File: src/meas_regs_pkg.sv
// constants for the backup measurement result register slice
// assumes a byte-wide register port on the system clock
package meas_regs_pkg;
    localparam logic [7:0] ADDR_TIME_HIGH   = 8'h07;
    localparam logic [7:0] ADDR_TIME_LOW    = 8'h08;
    localparam logic [7:0] ADDR_CURRENT_ESR = 8'h09;
    localparam logic [7:0] ADDR_RAIL        = 8'h0A;
    localparam logic [7:0] ADDR_OV_LIMIT    = 8'h0B;
    localparam logic [7:0] ADDR_SOURCE      = 8'h0C;
    localparam logic [7:0] ADDR_STORAGE     = 8'h0D;
    localparam logic [4:0] OV_LIMIT_RESET   = 5'h1D;
    localparam int         OV_CODE_W        = 5;
    localparam int         CURRENT_W        = 6;
    localparam int         CURRENT_LSB      = 2;
    localparam int         ESR_BIT          = 0;
    localparam int         TIMER_W          = 16;
    localparam int         STEP_W           = 8;
    localparam logic [1:0] ESR_SEL_RESET    = 2'h0;
endpackage

File: src/meas_capture_if.sv
// result write and read ports carried between the top and its result store
// assumes one system clock
`timescale 1ns/1ps
interface meas_capture_if;
    logic       wr_en;
    logic [2:0] wr_idx;
    logic [7:0] wr_data;
    logic [2:0] rd_idx;
    logic [7:0] rd_data;
    modport ctrl  (output wr_en, output wr_idx, output wr_data, output rd_idx, input rd_data);
    modport store (input wr_en, input wr_idx, input wr_data, input rd_idx, output rd_data);
endinterface

File: src/meas_result_store.sv
// small store of the read-only result bytes, registered read data
// assumes the writer and reader share clk
`timescale 1ns/1ps
module meas_result_store #(
    parameter int DEPTH = 7
) (
    input  wire logic          clk,
    input  wire logic          sys_rst,
    meas_capture_if.store      port
);
    logic [7:0] mem_reg [DEPTH];

    initial begin
        if (DEPTH < 1 || DEPTH > 8) $error("result store depth out of range");
    end

    // results clear to zero at reset, then take each capture
    always_ff @(posedge clk or posedge sys_rst) begin
        if (sys_rst) begin
            for (int i = 0; i < DEPTH; i++) mem_reg[i] <= 8'h00;
            port.rd_data <= 8'h00;
        end else begin
            if (port.wr_en && 32'(port.wr_idx) < DEPTH) mem_reg[port.wr_idx] <= port.wr_data;
            port.rd_data <= (32'(port.rd_idx) < DEPTH) ? mem_reg[port.rd_idx] : 8'h00;
        end
    end
endmodule

File: src/backup_measurement_result_regs.sv
// register slice holding timer, current/esr, voltage results and storage limit
// assumes results arrive from converter logic on clk; host port is byte wide
`timescale 1ns/1ps
module backup_measurement_result_regs #(
    parameter int STEP_W = meas_regs_pkg::STEP_W
) (
    input  wire logic              clk,
    input  wire logic              sys_rst,
    input  wire logic [7:0]        reg_addr,
    input  wire logic              reg_wr,
    input  wire logic [7:0]        reg_wdata,
    input  wire logic              reg_rd,
    output logic      [7:0]        reg_rdata,
    output logic                   reg_rvalid,
    input  wire logic              adc_done,
    input  wire logic [7:0]        rail_code,
    input  wire logic [7:0]        source_code,
    input  wire logic [7:0]        storage_code,
    input  wire logic [5:0]        current_code,
    input  wire logic              meas_done,
    input  wire logic [15:0]       discharge_ticks,
    input  wire logic [1:0]        esr_threshold_select,
    input  wire logic [STEP_W-1:0] storage_step,
    input  wire logic [STEP_W-1:0] esr_level_50,
    input  wire logic [STEP_W-1:0] esr_level_100,
    input  wire logic [STEP_W-1:0] esr_level_150,
    input  wire logic [STEP_W-1:0] esr_level_200,
    output logic [4:0]             storage_overvoltage_limit
);
    typedef enum {CAP_IDLE, CAP_RAIL, CAP_SOURCE, CAP_STORAGE, CAP_CURRENT} cap_state_t;

    initial begin
        if (STEP_W < 1 || STEP_W > 16) $error("step width out of range");
    end

    meas_capture_if cap ();

    meas_result_store #(.DEPTH(7)) store_u (
        .clk     (clk),
        .sys_rst (sys_rst),
        .port    (cap)
    );

    // map register offset to store slot; 7 means not in store
    function automatic logic [2:0] slot_of(input logic [7:0] a);
        case (a)
            meas_regs_pkg::ADDR_TIME_HIGH:   slot_of = 3'h0;
            meas_regs_pkg::ADDR_TIME_LOW:    slot_of = 3'h1;
            meas_regs_pkg::ADDR_CURRENT_ESR: slot_of = 3'h2;
            meas_regs_pkg::ADDR_RAIL:        slot_of = 3'h3;
            meas_regs_pkg::ADDR_SOURCE:      slot_of = 3'h4;
            meas_regs_pkg::ADDR_STORAGE:     slot_of = 3'h5;
            default:                         slot_of = 3'h7;
        endcase
    endfunction

    cap_state_t  state_reg;
    cap_state_t  state_next;
    logic [4:0]  limit_reg;
    logic        esr_err_reg;
    logic [1:0]  time_pend_reg;
    logic [7:0]  rail_hold_reg;
    logic [7:0]  source_hold_reg;
    logic [7:0]  storage_hold_reg;
    logic [5:0]  current_hold_reg;
    logic [15:0] ticks_hold_reg;
    logic        rd_pend_reg;
    logic        rd_limit_reg;

    // esr threshold selection and compare
    wire [STEP_W-1:0] esr_level = (esr_threshold_select == 2'h0) ? esr_level_50 :
                                  (esr_threshold_select == 2'h1) ? esr_level_100 :
                                  (esr_threshold_select == 2'h2) ? esr_level_150 : esr_level_200;
    wire esr_error_now = storage_step > esr_level;
    wire limit_hit     = reg_wr && reg_addr == meas_regs_pkg::ADDR_OV_LIMIT;
    wire [2:0] rd_slot = slot_of(reg_addr);

    // timer bytes are weighted 2ms per lsb low, 512ms per lsb high
    wire [7:0] time_low  = ticks_hold_reg[7:0];
    wire [7:0] time_high = ticks_hold_reg[15:8];
    // current code in 7..2, bit 1 reserved zero, bit 0 esr status
    wire [7:0] current_byte = {current_hold_reg, 1'b0, esr_err_reg};

    // capture sequencer writes one result per cycle
    always_comb begin
        state_next = state_reg;
        case (state_reg)
            CAP_IDLE:    if (adc_done) state_next = CAP_RAIL;
            CAP_RAIL:    state_next = CAP_SOURCE;
            CAP_SOURCE:  state_next = CAP_STORAGE;
            CAP_STORAGE: state_next = CAP_CURRENT;
            CAP_CURRENT: state_next = CAP_IDLE;
            default:     state_next = CAP_IDLE;
        endcase
    end

    // store write port: timer bytes take priority once a measurement finishes
    assign cap.wr_en   = (time_pend_reg != 2'h0) || (state_reg != CAP_IDLE);
    assign cap.wr_idx  = time_pend_reg[1] ? 3'h0 : time_pend_reg[0] ? 3'h1 :
                         (state_reg == CAP_RAIL) ? 3'h3 : (state_reg == CAP_SOURCE) ? 3'h4 :
                         (state_reg == CAP_STORAGE) ? 3'h5 : 3'h2;
    assign cap.wr_data = time_pend_reg[1] ? time_high : time_pend_reg[0] ? time_low :
                         (state_reg == CAP_RAIL) ? rail_hold_reg :
                         (state_reg == CAP_SOURCE) ? source_hold_reg :
                         (state_reg == CAP_STORAGE) ? storage_hold_reg : current_byte;
    assign cap.rd_idx  = rd_slot;
    assign storage_overvoltage_limit = limit_reg;

    // sequencer and held snapshots
    always_ff @(posedge clk or posedge sys_rst) begin
        if (sys_rst) begin
            state_reg        <= CAP_IDLE;
            rail_hold_reg    <= 8'h00;
            source_hold_reg  <= 8'h00;
            storage_hold_reg <= 8'h00;
            current_hold_reg <= 6'h00;
            esr_err_reg      <= 1'b0;
        end else begin
            // a new walk may start while timer bytes pend; it pauses past idle instead
            state_reg <= (time_pend_reg != 2'h0 && state_reg != CAP_IDLE) ? state_reg : state_next;
            if (state_reg == CAP_IDLE && adc_done) begin
                rail_hold_reg    <= rail_code;
                source_hold_reg  <= source_code;
                storage_hold_reg <= storage_code;
                current_hold_reg <= current_code;
                esr_err_reg      <= esr_error_now;
            end
        end
    end

    // timer snapshot and its two pending writes
    always_ff @(posedge clk or posedge sys_rst) begin
        if (sys_rst) begin
            ticks_hold_reg <= 16'h0000;
            time_pend_reg  <= 2'h0;
        end else if (meas_done) begin
            ticks_hold_reg <= discharge_ticks;
            time_pend_reg  <= 2'h3;
        end else if (time_pend_reg[1]) begin
            time_pend_reg  <= 2'h1;
        end else begin
            time_pend_reg  <= 2'h0;
        end
    end

    // limit register, only bits 4..0 writable
    always_ff @(posedge clk or posedge sys_rst) begin
        if (sys_rst) begin
            limit_reg <= meas_regs_pkg::OV_LIMIT_RESET;
        end else if (limit_hit) begin
            limit_reg <= reg_wdata[4:0];
        end
    end

    // read pipeline matched to the store's registered data
    always_ff @(posedge clk or posedge sys_rst) begin
        if (sys_rst) begin
            rd_pend_reg  <= 1'b0;
            rd_limit_reg <= 1'b0;
        end else begin
            rd_pend_reg  <= reg_rd;
            rd_limit_reg <= reg_addr == meas_regs_pkg::ADDR_OV_LIMIT;
        end
    end

    // read data: limit with reserved zeros, else store, unmapped reads zero
    assign reg_rdata  = rd_limit_reg ? {3'h0, limit_reg} : cap.rd_data;
    assign reg_rvalid = rd_pend_reg;
endmodule

File: config.mk
export PLATFORM = sky130hd
export DESIGN_NAME = backup_measurement_result_regs
export DESIGN_NICKNAME = d
export VERILOG_FILES = /design/src/meas_regs_pkg.sv /design/src/meas_capture_if.sv /design/src/meas_result_store.sv /design/src/backup_measurement_result_regs.sv
export SDC_FILE = /design/constraint.sdc
export NUM_CORES = 1
export LEC_CHECK = 0
export BUFFER_PORTS_ARGS = -buffer_cell sky130_fd_sc_hd__buf_2
export CORE_MARGIN = 2
export CORE_UTILIZATION = 59
export DETAILED_ROUTE_END_ITERATION = 6
export PLACE_DENSITY = 0.83
export SYNTH_ARGS = -nofsm -noshare
export SYNTH_HDL_FRONTEND = slang
export SYNTH_HIERARCHICAL = 1
export SYNTH_SLANG_ARGS = --single-unit
File: constraint.sdc
create_clock -name clk -period 3.95 [get_ports clk]
set_clock_uncertainty 0.1 [all_clocks]
set_input_delay 0.5925 -clock clk [delete_from_list [all_inputs] [get_ports clk]]
set_output_delay 0.5925 -clock clk [all_outputs]
set_load 0.02 [all_outputs]
==> results of run 1 <==
where the power goes:
| part | total (mW) | leakage [nW] | internal (mW) | switching [mW] |
|---|---|---|---|---|
| clock | 1.63 | 0.309 | 1.10 | 0.530 |
| sequential | 1.99 | 1.52 | 1.69 | 0.294 |
| combinational | 1.04 | 1.80 | 0.578 | 0.462 |
worst max path at each step:
stage                                from                             end  slack [ns]  cells after the start
2_1_floorplan     esr_threshold_select[1]         esr_err_reg$_DFFE_PP0P_        1.48                      7
3_3_place_gp   time_pend_reg[1]$_DFF_PP0_  store_u/mem_reg[4]$_DFFE_PP0P_        1.09                      4
3_5_place_dp   time_pend_reg[1]$_DFF_PP0_  store_u/mem_reg[6]$_DFFE_PP0P_        1.02                      4
4_1_cts        time_pend_reg[1]$_DFF_PP0_  store_u/mem_reg[0]$_DFFE_PP0P_         1.0                      4
5_1_grt        time_pend_reg[1]$_DFF_PP0_  store_u/mem_reg[6]$_DFFE_PP0P_        0.76                      4
6_report       time_pend_reg[1]$_DFF_PP0_  store_u/mem_reg[0]$_DFFE_PP0P_        0.99                      4
critical path, cell delays in order, from the launching register on:
cell      delay [ns]
dfrtp_1         0.57
or2_2           0.47
nor2_1          0.63
nand4b_1        0.60
mux2_2          0.46
final cells by class:
class,instances,area share
clock inverter,12,0.02637
timing repair buffer,126,0.08722
multi-input combinational,313,0.3800
clock buffer,20,0.05882
sequential,123,0.4165
tap,136,0.02299
inverter,16,0.008114
per-layer routing:
metal	vias to the layer above	share of wire	global-route usage
met4	0	0.030	0.1200
met5	-	0	0
met1	2111	0.42	0.3082
met3	37	0.053	0.06246
met2	161	0.50	0.4235
li1	1967	-	-
per-stage QoR:
| stage | std cells | power, mW | hold WS (ns) | utilization | setup WS, ns |
|---|---|---|---|---|---|
| final | 746 | 4.660 | 0.09011 | 0.7301 | 0.9901 |
| after CTS | 746 | 4.683 | 0.06552 | 0.7301 | 0.9998 |
| after global routing | 746 | 4.902 | 0.06892 | 0.7301 | 0.7636 |
| after global placement | 714 | 2.931 | 0.3851 | 0.6679 | 1.088 |
| after floorplan | 477 | 2.715 | 0.3716 | - | 1.483 |
| after detailed placement | 714 | 3.026 | 0.3937 | 0.6679 | 1.017 |
cells in the final DEF (no fill, tap or decap), types with 10 or more instances in the layout:
cell type,count
buf_2,120
dfrtp_1,119
mux2_2,104
nand2_1,31
a21oi_1,25
mux2i_1,25
clkbuf_16,16
inv_1,14
a22o_1,13
o21ai_0,12
nor2_1,12
nor2b_1,10
or2_2,10
logic make-up after synthesis:
logic type	count (synthesis)	share of synthesized area
multiplexers	142	0.2765
flip-flops	123	0.5084
AND/OR/NAND/NOR	88	0.09078
AO/OA/AOI/OAI	75	0.07943
buffers and inverters	41	0.02847
adder cells (fa/ha/maj)	8	0.01651
==> metrics.csv, run 1 <==
stage;metric;value;unit
cells_and_area;syn2layout_area_growth;22.05;%
synth;ys_seq_area_frac;0.5084;
worst_setup_path;critPathMaxFanout;19;
floorplan;dieArea;11110;sq um
cells_and_area;num_antenna_cells;0;
synth;synth_area_leaders;dfrtp_1, mux2_2, mux2i_1;
synth;ys_top_cells_by_count;dfrtp_1, mux2_2, nand2_1;
worst_setup_path;cp.required;4.24;ns
worst_setup_path;critPathKind;flip-flop to flip-flop;
timing;period_needed;2.960;ns
routing;wl_per_cell;17.54;um
timing;fin_crit_sh;0.7494;
synth;syn_inst;477;
floorplan;initial_utilization;0.5982;
clock_tree;htreeDepth;4;
pwr;peakVddDrop;0.3503;mV
routing;post_drt_via_cell_ratio;5.732;
clock_tree;cts.sinks;123;
timing;hold_viol;0;
synth;synth_flop_cell;dfrtp_1;
grt;grt_pass1_wl;21890;um
cells_and_area;final_cell_area;7402;sq um
routing;first_iter_violations;206;
synth;avgSynthCellArea;12.71;sq um
synth;synth.largest_area_cell;dfrtp_1;
grt;globalRouteTotalUtil;0.2531;
clock_tree;clkTransAtPathRegs;0.06;ns
routing;firstDrtPassIters;4;
cells_and_area;largest_reg_flops;56;
routing;drcViolationCount;0;
timing;tightest_slew;1.047;ns
synth;yosys_register_bits;123;
routing;routed_wl;13080;um
routing;postRouteAntennaNets;0;
timing;finalSetupViolations;0;
cells_and_area;drive_above_1_share;0.4918;
floorplan;die_w;105.4;um
pwr;power.density;629.5;nW/um^2
cells_and_area;regArea;3083;sq um
worst_setup_path;r2r-end;store_u/mem_reg[0]$_DFFE_PP0P_;
worst_hold_path;min_path_type;input pin to asynchronous set/reset pin;
floorplan;io_pins;124;
grt;antenna_found_initial;0;
clock_tree;cts_resized;0;
worst_setup_path;ff2ff_path_depth;4;
synth;synthArstFlopShare;1.000;
cells_and_area;nets;715;
worst_setup_path;end_kind;flip-flop;
synth;synth_edf_count;0;
grt;grt_start_max_net_pins;42;
placement;io_buffers;120;
clock_tree;cts-root-buf;clkbuf_8;
routing;vias;4276;
clock_tree;postCtsHoldBufs;0;
timing;fin_setup_tns;0;ns
timing;grt_setup_unrepaired;no;
synth;synth_most_common_cell;dfrtp_1;
synth;yosysWarnings;6;
worst_setup_path;reg2reg_slack;0.99;ns
floorplan;die_h;105.4;um
status;status;finished, final reports clean;
job;drv_cap;0;
floorplan;row_count;37;
worst_setup_path;r2r_start;time_pend_reg[1]$_DFF_PP0_;
placement;gp_congestion;0.8399;
placement;dp_hpwl;9399;um
placement;placed_cell_area;6771;sq um
pwr;power_leakage;3.625;nW
grt;gr-total-overflow;0;
clock_tree;clk_path_buf_depth;2;
synth;synth.top_cell.area_share;0.4910;
timing;relSlewSlack;0.2963;
floorplan;coreArea;10140;sq um
timing;timing.fmax;0.3378;GHz
cells_and_area;multi_input_area;2813;sq um
worst_setup_path;startpoint_type;flip-flop;
synth;syn-num-nets;595;
synth;ys_types;45;
worst_setup_path;arrival;3.25;ns
clock_tree;cts_setup_buffers;0;
clock_tree;cts-buffers-inserted;17;
clock_tree;cts_tree;built;
timing;finalMaxSlewViolations;0;
synth;syn_area;6065;sq um
grt;first_global_vias;4656;
cells_and_area;num-fill-cells;665;
clock_tree;clkLatencyLatePin;0.52;ns
No activity file was read; power rests on OpenSTA's default activity.
==> run 2, diff against run 1 <==
--- a/config.mk
+++ b/config.mk
@@ -7,9 +7,9 @@
 export LEC_CHECK = 0
 export BUFFER_PORTS_ARGS = -buffer_cell sky130_fd_sc_hd__buf_2
 export CORE_MARGIN = 2
-export CORE_UTILIZATION = 59
+export CORE_UTILIZATION = 50
 export DETAILED_ROUTE_END_ITERATION = 6
-export PLACE_DENSITY = 0.83
+export PLACE_DENSITY = 0.75
 export SYNTH_ARGS = -nofsm -noshare
 export SYNTH_HDL_FRONTEND = slang
 export SYNTH_HIERARCHICAL = 1
==> constraint.sdc (replaced) <==
create_clock -name clk -period 2.47 [get_ports clk]
set_clock_uncertainty 0.1 [all_clocks]
set_input_delay 0.3705 -clock clk [delete_from_list [all_inputs] [get_ports clk]]
set_output_delay 0.3705 -clock clk [all_outputs]
set_load 0.02 [all_outputs]
==> run 2 against run 1 <==
Net effect:
- final cell count is 4.3% higher
- worst setup slack worse by 0.78 ns
- first-iteration DRC count is 4.4% lower
- largest cell class unchanged
==> metrics.csv, run 2 (same netlist as run 1, synthesis figures left out) <==
stage;metric;value;unit;change
floorplan;io_pins;124;;unchanged
worst_hold_path;min_path_type;input pin to flip-flop;;was input pin to asynchronous set/reset pin
worst_setup_path;ff2ff_path_depth;6;;was 4
cells_and_area;layoutNonFillerInstCount;778;;was 746
cells_and_area;syn2layout_area_growth;24.92;%;was 22.05%
worst_setup_path;r2r-end;store_u/mem_reg[30]$_DFFE_PP0P_;;was store_u/mem_reg[0]$_DFFE_PP0P_
routing;first_iter_violations;197;;was 206
timing;period_needed;2.255;ns;was 2.960 ns
floorplan;die_w;114.1;um;was 105.4 um
grt;grt_start_max_net_pins;40;;was 42
worst_setup_path;worst_path_max_delay_cell;o31ai_1;;was nor2_1
grt;grt_pass1_wl;22270;um;was 21,890 um
worst_hold_path;hp-start;discharge_ticks[0];;
routing;routed_wl;13250;um;was 13,080 um
floorplan;die_h;114.1;um;was 105.4 um
timing;timing.fmax;0.4434;GHz;was 0.3378 GHz
placement;gp_congestion;0.8612;;was 0.8399
worst_setup_path;critPathMaxFanout;9;;was 19
timing;relSlewSlack;0.4013;;was 0.2963
worst_setup_path;max_stage_delay;0.77;ns;was 0.63 ns
cells_and_area;mostFrequentLayoutCells;buf_2, dfrtp_1, mux2_2;;unchanged
cells_and_area;num_antenna_cells;0;;unchanged
timing;finalMaxSlewViolations;0;;unchanged
status;status;finished, final reports clean;;unchanged
pwr;peakVddDrop;0.7440;mV;was 0.3503 mV
routing;firstDrtPassIters;4;;unchanged
timing;fin_crit_sh;0.9130;;was 0.7494
placement;dp_hpwl;9662;um;was 9399 um
cells_and_area;nets;737;;was 715
clock_tree;clkLatencyLatePin;0.41;ns;was 0.52 ns
routing;vias;4331;;was 4,276
cells_and_area;layout_commonest_cell;buf_2;;unchanged
pwr;power.density;975.7;nW/um^2;was 629.5 nW/um^2
routing;wl_per_cell;17.04;um;was 17.54 um
cells_and_area;drive_above_1_share;0.5071;;was 0.4918
grt;gr-total-overflow;0;;unchanged
clock_tree;htreeDepth;4;;unchanged
worst_setup_path;crit_top_cell;nor2_1;;
worst_setup_path;path_cells;buf_4, nor2_1, nor2_1, o32ai_1, o31ai_1, mux2_2;;was or2_2, nor2_1, nand4b_1, mux2_2
worst_setup_path;cp.required;2.72;ns;was 4.24 ns
grt;first_global_vias;4631;;was 4,656
worst_hold_path;min_to;ticks_hold_reg[0]$_DFFE_PP0P_;;
floorplan;initial_utilization;0.5091;;was 0.5982
worst_setup_path;r2r_start;state_reg[1]$_DFFE_PP0P_;;was time_pend_reg[1]$_DFF_PP0_
clock_tree;cts_tree;built;;unchanged
timing;finalSetupViolations;0;;unchanged
pwr;power_leakage;3.726;nW;was 3.625 nW
clock_tree;cts_setup_buffers;0;;unchanged
worst_hold_path;hold_path_depth;3;;
job;drv_cap;0;;unchanged
worst_setup_path;arrival;2.50;ns;was 3.25 ns
floorplan;coreArea;11910;sq um;was 10,140 sq um
timing;grt_setup_unrepaired;no;;unchanged
worst_setup_path;end_kind;flip-flop;;unchanged
placement;io_buffers;120;;unchanged
timing;hold_viol;0;;unchanged
routing;post_drt_via_cell_ratio;5.567;;was 5.732
timing;fin_setup_tns;0;ns;unchanged
clock_tree;cts.sinks;123;;unchanged
floorplan;row_count;40;;was 37
timing;tightest_slew;0.8905;ns;was 1.047 ns
worst_setup_path;cp_num_buf_inv;1;;was 0
clock_tree;cts-root-buf;clkbuf_16;;was clkbuf_8
floorplan;dieArea;13030;sq um;was 11,110 sq um
grt;antenna_found_initial;0;;unchanged
clock_tree;clkTransAtPathRegs;0.05;ns;was 0.06 ns
worst_setup_path;critPathKind;flip-flop to flip-flop;;unchanged
routing;drcViolationCount;0;;unchanged
clock_tree;clk_path_buf_depth;2;;unchanged
worst_setup_path;reg2reg_slack;0.21;ns;was 0.99 ns
worst_setup_path;startpoint_type;flip-flop;;unchanged
cells_and_area;fin_util;0.6360;;was 0.7301
cells_and_area;largest_reg_flops;56;;unchanged
grt;globalRouteTotalUtil;0.2210;;was 0.2531
worst_setup_path;cpLargestDelayFamily;compound AO/OA/AOI/OAI gates;;was simple AND/OR/NAND/NOR gates
routing;postRouteAntennaNets;0;;unchanged
clock_tree;cts-buffers-inserted;17;;unchanged
placement;placed_cells;745;;was 714
run 2: changes by cell type in the layout (fill, tap and decap cells not counted), moves of 2 or more:
cell	change
bufinv_16	-3
clkbuf_8	+5
buf_4	+19
dlygate4sd3_1	+2
run 2: worst register-to-register path, cell delays in order, from the launching register on:
cell and delay [ns]:
dfrtp_1 0.53, buf_4 0.20, nor2_1 0.04, nor2_1 0.13, o32ai_1 0.13, o31ai_1 0.77, mux2_2 0.30
run 2: worst max-delay path by stage:
stage,from,to,slack [ns],cells past startpoint
after floorplan,time_pend_reg[1]$_DFF_PP0_,store_u/mem_reg[32]$_DFFE_PP0P_,0.20,8
after global placement,state_reg[1]$_DFFE_PP0P_,store_u/mem_reg[54]$_DFFE_PP0P_,0.30,6
after detailed placement,time_pend_reg[0]$_DFF_PP0_,store_u/mem_reg[35]$_DFFE_PP0P_,0.25,4
after CTS,state_reg[1]$_DFFE_PP0P_,store_u/mem_reg[30]$_DFFE_PP0P_,0.24,6
after global routing,state_reg[1]$_DFFE_PP0P_,store_u/mem_reg[46]$_DFFE_PP0P_,0.04,6
final,state_reg[1]$_DFFE_PP0P_,store_u/mem_reg[30]$_DFFE_PP0P_,0.21,6
run 2: cell type report:
cell class                 instances  area, sq um
clock buffer                      25        525.5
timing repair buffer             148        828.3
fill                             926         4335
inverter                          16        60.06
clock inverter                     6        82.58
multi-input combinational        313         2813
sequential                       123         3083
tap                              147        183.9
run 2: routing by layer:
layer,GRT usage,vias up,wire length (um),share of wire
met4,0.1252,0,512,0.039
met2,0.3607,152,6462,0.49
met3,0.05876,39,734,0.055
met5,0,-,0,0
met1,0.2663,2123,5545,0.42
li1,-,2017,-,-
run 2: through the flow:
stage / power [mW] / hold WS (ns) / cell area [sq um] / setup WS (ns)
6_report: 7.392 / 0.07233 / 7576 / 0.2148
5_1_grt: 7.802 / 0.07502 / 7576 / 0.03652
4_1_cts: 7.435 / 0.05748 / 7576 / 0.2386
3_5_place_dp: 4.910 / 0.3805 / 6948 / 0.2508
3_3_place_gp: 4.790 / 0.3644 / 6948 / 0.3044
2_1_floorplan: 4.342 / 0.3019 / 6065 / 0.1963
run 2: report_power, final:
| group | internal (mW) | leakage (nW) | switching (mW) |
|---|---|---|---|
| combinational | 0.992 | 1.91 | 0.794 |
| sequential | 2.71 | 1.52 | 0.403 |
| clock | 1.66 | 0.301 | 0.831 |
run 2: repair_timing:
item / in CTS / in global routing
setup endpoints to repair: 0 / 0
resized for setup: 0 / 0
hold buffers: 2 / 0
hold endpoints to repair: 39 / 0
==> run 3, diff against run 2 <==
--- a/config.mk
+++ b/config.mk
@@ -5,11 +5,14 @@
 export SDC_FILE = /design/constraint.sdc
 export NUM_CORES = 1
 export LEC_CHECK = 0
+export ABC_AREA = 1
 export BUFFER_PORTS_ARGS = -buffer_cell sky130_fd_sc_hd__buf_2
 export CORE_MARGIN = 2
 export CORE_UTILIZATION = 50
 export DETAILED_ROUTE_END_ITERATION = 6
-export PLACE_DENSITY = 0.75
+export HOLD_SLACK_MARGIN = 0.05
+export MAX_ROUTING_LAYER = met4
+export PLACE_DENSITY = 0.74
 export SYNTH_ARGS = -nofsm -noshare
 export SYNTH_HDL_FRONTEND = slang
 export SYNTH_HIERARCHICAL = 1
==> run 3 against run 2 <==
Net effect:
- worst hold slack got worse by 0.013 ns
- die area rose by 4.1%
- sequential share of layout area down 0.78 points
- critical path type unchanged
- largest cell class unchanged
- area after synthesis is 4.3% higher
- cell area rose by 1.9%
- synthesized cell count grew 79%
- first-iteration DRC count up 62%
- critical endpoint is now store_u/mem_reg[48]$_DFFE_PP0P_
==> metrics.csv, run 3 <==
stage;metric;value;unit;change
synth;avgSynthCellArea;7.405;sq um;was 12.71 sq um
grt;grt_pass1_wl;24720;um;was 22,270 um
grt;globalRouteTotalUtil;0.2393;;was 0.2210
floorplan;initial_utilization;0.5073;;was 0.5091
clock_tree;cts-root-buf;clkbuf_16;;unchanged
clock_tree;cts-buffers-inserted;17;;unchanged
synth;synth_most_common_cell;nand2_1;;was dfrtp_1
cells_and_area;syn2layout_area_growth;22.14;%;was 24.92%
worst_hold_path;hp-start;discharge_ticks[1];;was discharge_ticks[0]
worst_setup_path;path_cells;nand3_2, a21oi_1, nor2_1, nand2_1, nand2_1, o21ai_1;;was buf_4, nor2_1, nor2_1, o32ai_1, o31ai_1, mux2_2
clock_tree;clkLatencyLatePin;0.41;ns;about the same
timing;relSlewSlack;0.6604;;was 0.4013
clock_tree;htreeDepth;4;;unchanged
worst_setup_path;crit_top_cell;nand2_1;;was nor2_1
worst_setup_path;r2r_start;state_reg[1]$_DFFE_PP0P_;;unchanged
cells_and_area;final_cell_area;7724;sq um;was 7576 sq um
pwr;peakVddDrop;0.6555;mV;was 0.7440 mV
cells_and_area;mostFrequentLayoutCells;nand2_1, buf_2, dfrtp_1;;was buf_2, dfrtp_1, mux2_2
clock_tree;cts_tree;built;;unchanged
placement;placed_cell_area;7111;sq um;was 6948 sq um
routing;routed_wl;14370;um;was 13,250 um
worst_setup_path;critPathMaxFanout;16;;was 9
timing;fin_crit_sh;0.9064;;was 0.9130
placement;gp_congestion;0.8760;;was 0.8612
routing;post_drt_via_cell_ratio;4.880;;was 5.567
timing;grt_setup_unrepaired;no;;unchanged
worst_hold_path;min_path_type;input pin to flip-flop;;unchanged
synth;ys_types;30;;was 45
worst_hold_path;min_to;ticks_hold_reg[1]$_DFFE_PP0P_;;was ticks_hold_reg[0]$_DFFE_PP0P_
timing;finalSetupViolations;0;;unchanged
worst_setup_path;worst_path_max_delay_cell;dfrtp_1;;was o31ai_1
worst_hold_path;hold_path_depth;3;;unchanged
job;drv_cap;0;;unchanged
synth;yosysWarnings;6;;unchanged
synth;syn_area;6324;sq um;was 6065 sq um
synth;synth.largest_area_cell;dfrtp_1;;unchanged
worst_setup_path;startpoint_type;flip-flop;;unchanged
timing;finalMaxSlewViolations;0;;unchanged
status;status;finished, final reports clean;;unchanged
worst_setup_path;r2r-end;store_u/mem_reg[48]$_DFFE_PP0P_;;was store_u/mem_reg[30]$_DFFE_PP0P_
clock_tree;cts.sinks;123;;unchanged
pwr;power_leakage;4.241;nW;was 3.726 nW
timing;timing.fmax;0.4467;GHz;was 0.4434 GHz
routing;postRouteAntennaNets;0;;unchanged
worst_setup_path;critPathKind;flip-flop to flip-flop;;unchanged
floorplan;die_h;116.5;um;was 114.1 um
worst_setup_path;max_stage_delay;0.60;ns;was 0.77 ns
placement;dp_hpwl;10430;um;was 9662 um
pwr;power.density;942.9;nW/um^2;was 975.7 nW/um^2
pwr;finalPower;7.283;mW;was 7.392 mW
grt;antenna_found_initial;0;;unchanged
cells_and_area;drive_above_1_share;0.2004;;was 0.5071
cells_and_area;num_antenna_cells;0;;unchanged
floorplan;die_w;116.5;um;was 114.1 um
cells_and_area;layoutNonFillerInstCount;1165;;was 778
floorplan;dieArea;13560;sq um;was 13,030 sq um
cells_and_area;fin_util;0.6196;;was 0.6360
grt;grt_start_max_net_pins;65;;was 40
placement;placed_cells;1129;;was 745
cells_and_area;layout_commonest_cell;nand2_1;;was buf_2
worst_setup_path;reg2reg_slack;0.23;ns;was 0.21 ns
floorplan;coreArea;12470;sq um;was 11,910 sq um
timing;fin_setup_tns;0;ns;unchanged
synth;syn-num-nets;972;;was 595
grt;gr-total-overflow;0;;unchanged
synth;synth_area_leaders;dfrtp_1, nand2_1, inv_1;;was dfrtp_1, mux2_2, mux2i_1
worst_setup_path;cp.required;2.70;ns;was 2.72 ns
timing;tightest_slew;0.5082;ns;was 0.8905 ns
synth;ys_top_cells_by_count;nand2_1, dfrtp_1, inv_1;;was dfrtp_1, mux2_2, nand2_1
worst_setup_path;arrival;2.46;ns;was 2.50 ns
worst_setup_path;ff2ff_path_depth;6;;unchanged
clock_tree;clkTransAtPathRegs;0.05;ns;about the same
synth;synthArstFlopShare;1.000;;unchanged
floorplan;row_count;41;;was 40
placement;io_buffers;120;;unchanged
cells_and_area;nets;1098;;was 737
worst_setup_path;end_kind;flip-flop;;unchanged
synth;synth.top_cell.area_share;0.4709;;was 0.4910
synth;synth_edf_count;0;;unchanged
clock_tree;clk_path_buf_depth;2;;unchanged
routing;first_iter_violations;320;;was 197
routing;firstDrtPassIters;5;;was 4
synth;syn_inst;854;;was 477
floorplan;io_pins;124;;unchanged
routing;wl_per_cell;12.34;um;was 17.04 um
synth;ys_seq_area_frac;0.4875;;was 0.5084
timing;hold_viol;0;;unchanged
timing;period_needed;2.239;ns;was 2.255 ns
cells_and_area;largest_reg_flops;56;;unchanged
routing;drcViolationCount;0;;unchanged
synth;yosys_register_bits;123;;unchanged
synth;synth_flop_cell;dfrtp_1;;unchanged
routing;vias;5685;;was 4,331
grt;first_global_vias;5401;;was 4,631
[run 3: cell types whose count changed after synthesis, sizes merged, moves of 8 or more]
cell,previous run,this run
mux2i,25,0
buf,12,23
inv,16,83
mux4,8,0
nor2,12,54
o21ai,13,73
nand3,0,63
or2,10,1
mux2,109,5
a31oi,9,1
nand2,32,358
nor2b,10,0
a22o,13,0
[run 3: what timing repair did]
action / in CTS / in global routing
setup buffers: 0 / 0
hold buffers: 4 / 0
endpoints found under the hold margin: 81 / 0
setup endpoints to repair: 0 / 0
resized for setup: 0 / 0
[run 3: layout make-up]
| cell class | instances | area [sq um] |
|---|---|---|
| inverters | 85 | 319.1 |
| clock buffers | 27 | 543.0 |
| flip-flops and latches | 123 | 3083 |
| fillers | 1156 | 4742 |
| multi-input cells | 611 | 2733 |
| repair buffers | 142 | 800.8 |
| clock inverters | 5 | 30.03 |
| well taps | 172 | 215.2 |
[run 3: per-layer routing]
metal	vias to the layer above	track usage	wire, um
met5	-	-	0
li1	2946	-	-
met3	20	0.04567	650
met4	0	0.06746	180
met2	145	0.3845	6864
met1	2574	0.3123	6677
[run 3: logic make-up (layout without fill, tap and decap cells)]
kind of cell    count (synthesis)  in the layout  synth area share
simple gates                  485            485            0.3134
flops                         123            123            0.4875
buf+inv                       120            259           0.08033
compound gates                113            113           0.09399
fa+ha+maj                       8              8           0.01583
mux                             5              5          0.008903
[run 3: report_power, final]
group	total, mW	internal (mW)	leakage (nW)	switching (mW)
Combinational	1.95	0.723	2.41	1.23
Sequential	3.01	2.64	1.55	0.364
Clock	2.33	1.49	0.281	0.836
[run 3: stage by stage]
step / hold slack [ns] / worst slack (ns)
2_1_floorplan: 0.3019 / 0.4014
3_5_place_dp: 0.3410 / 0.2602
3_3_place_gp: 0.3327 / 0.3080
5_1_grt: 0.06684 / 0.005266
6_report: 0.05953 / 0.2312
4_1_cts: 0.05246 / 0.2199
[run 3: worst max-delay path by stage]
stage / start / endpoint / slack (ns) / cells after the start
4_1_cts: state_reg[1]$_DFFE_PP0P_ / store_u/mem_reg[48]$_DFFE_PP0P_ / 0.22 / 6
5_1_grt: state_reg[1]$_DFFE_PP0P_ / store_u/mem_reg[49]$_DFFE_PP0P_ / 0.005 / 6
3_3_place_gp: esr_threshold_select[1] / esr_err_reg$_DFFE_PP0P_ / 0.31 / 14
6_report: state_reg[1]$_DFFE_PP0P_ / store_u/mem_reg[48]$_DFFE_PP0P_ / 0.23 / 6
2_1_floorplan: sys_rst / store_u/mem_reg[0]$_DFFE_PP0P_ / 0.40 / 1
3_5_place_dp: state_reg[1]$_DFFE_PP0P_ / store_u/mem_reg[48]$_DFFE_PP0P_ / 0.26 / 6
[run 3: worst max-delay path: cells and delay by family, from the launching register on]
kind | cells | cell delay, ns
AO/OA/AOI/OAI | 2 | 0.52
flip-flops | 1 | 0.60
AND/OR/NAND/NOR | 4 | 0.93
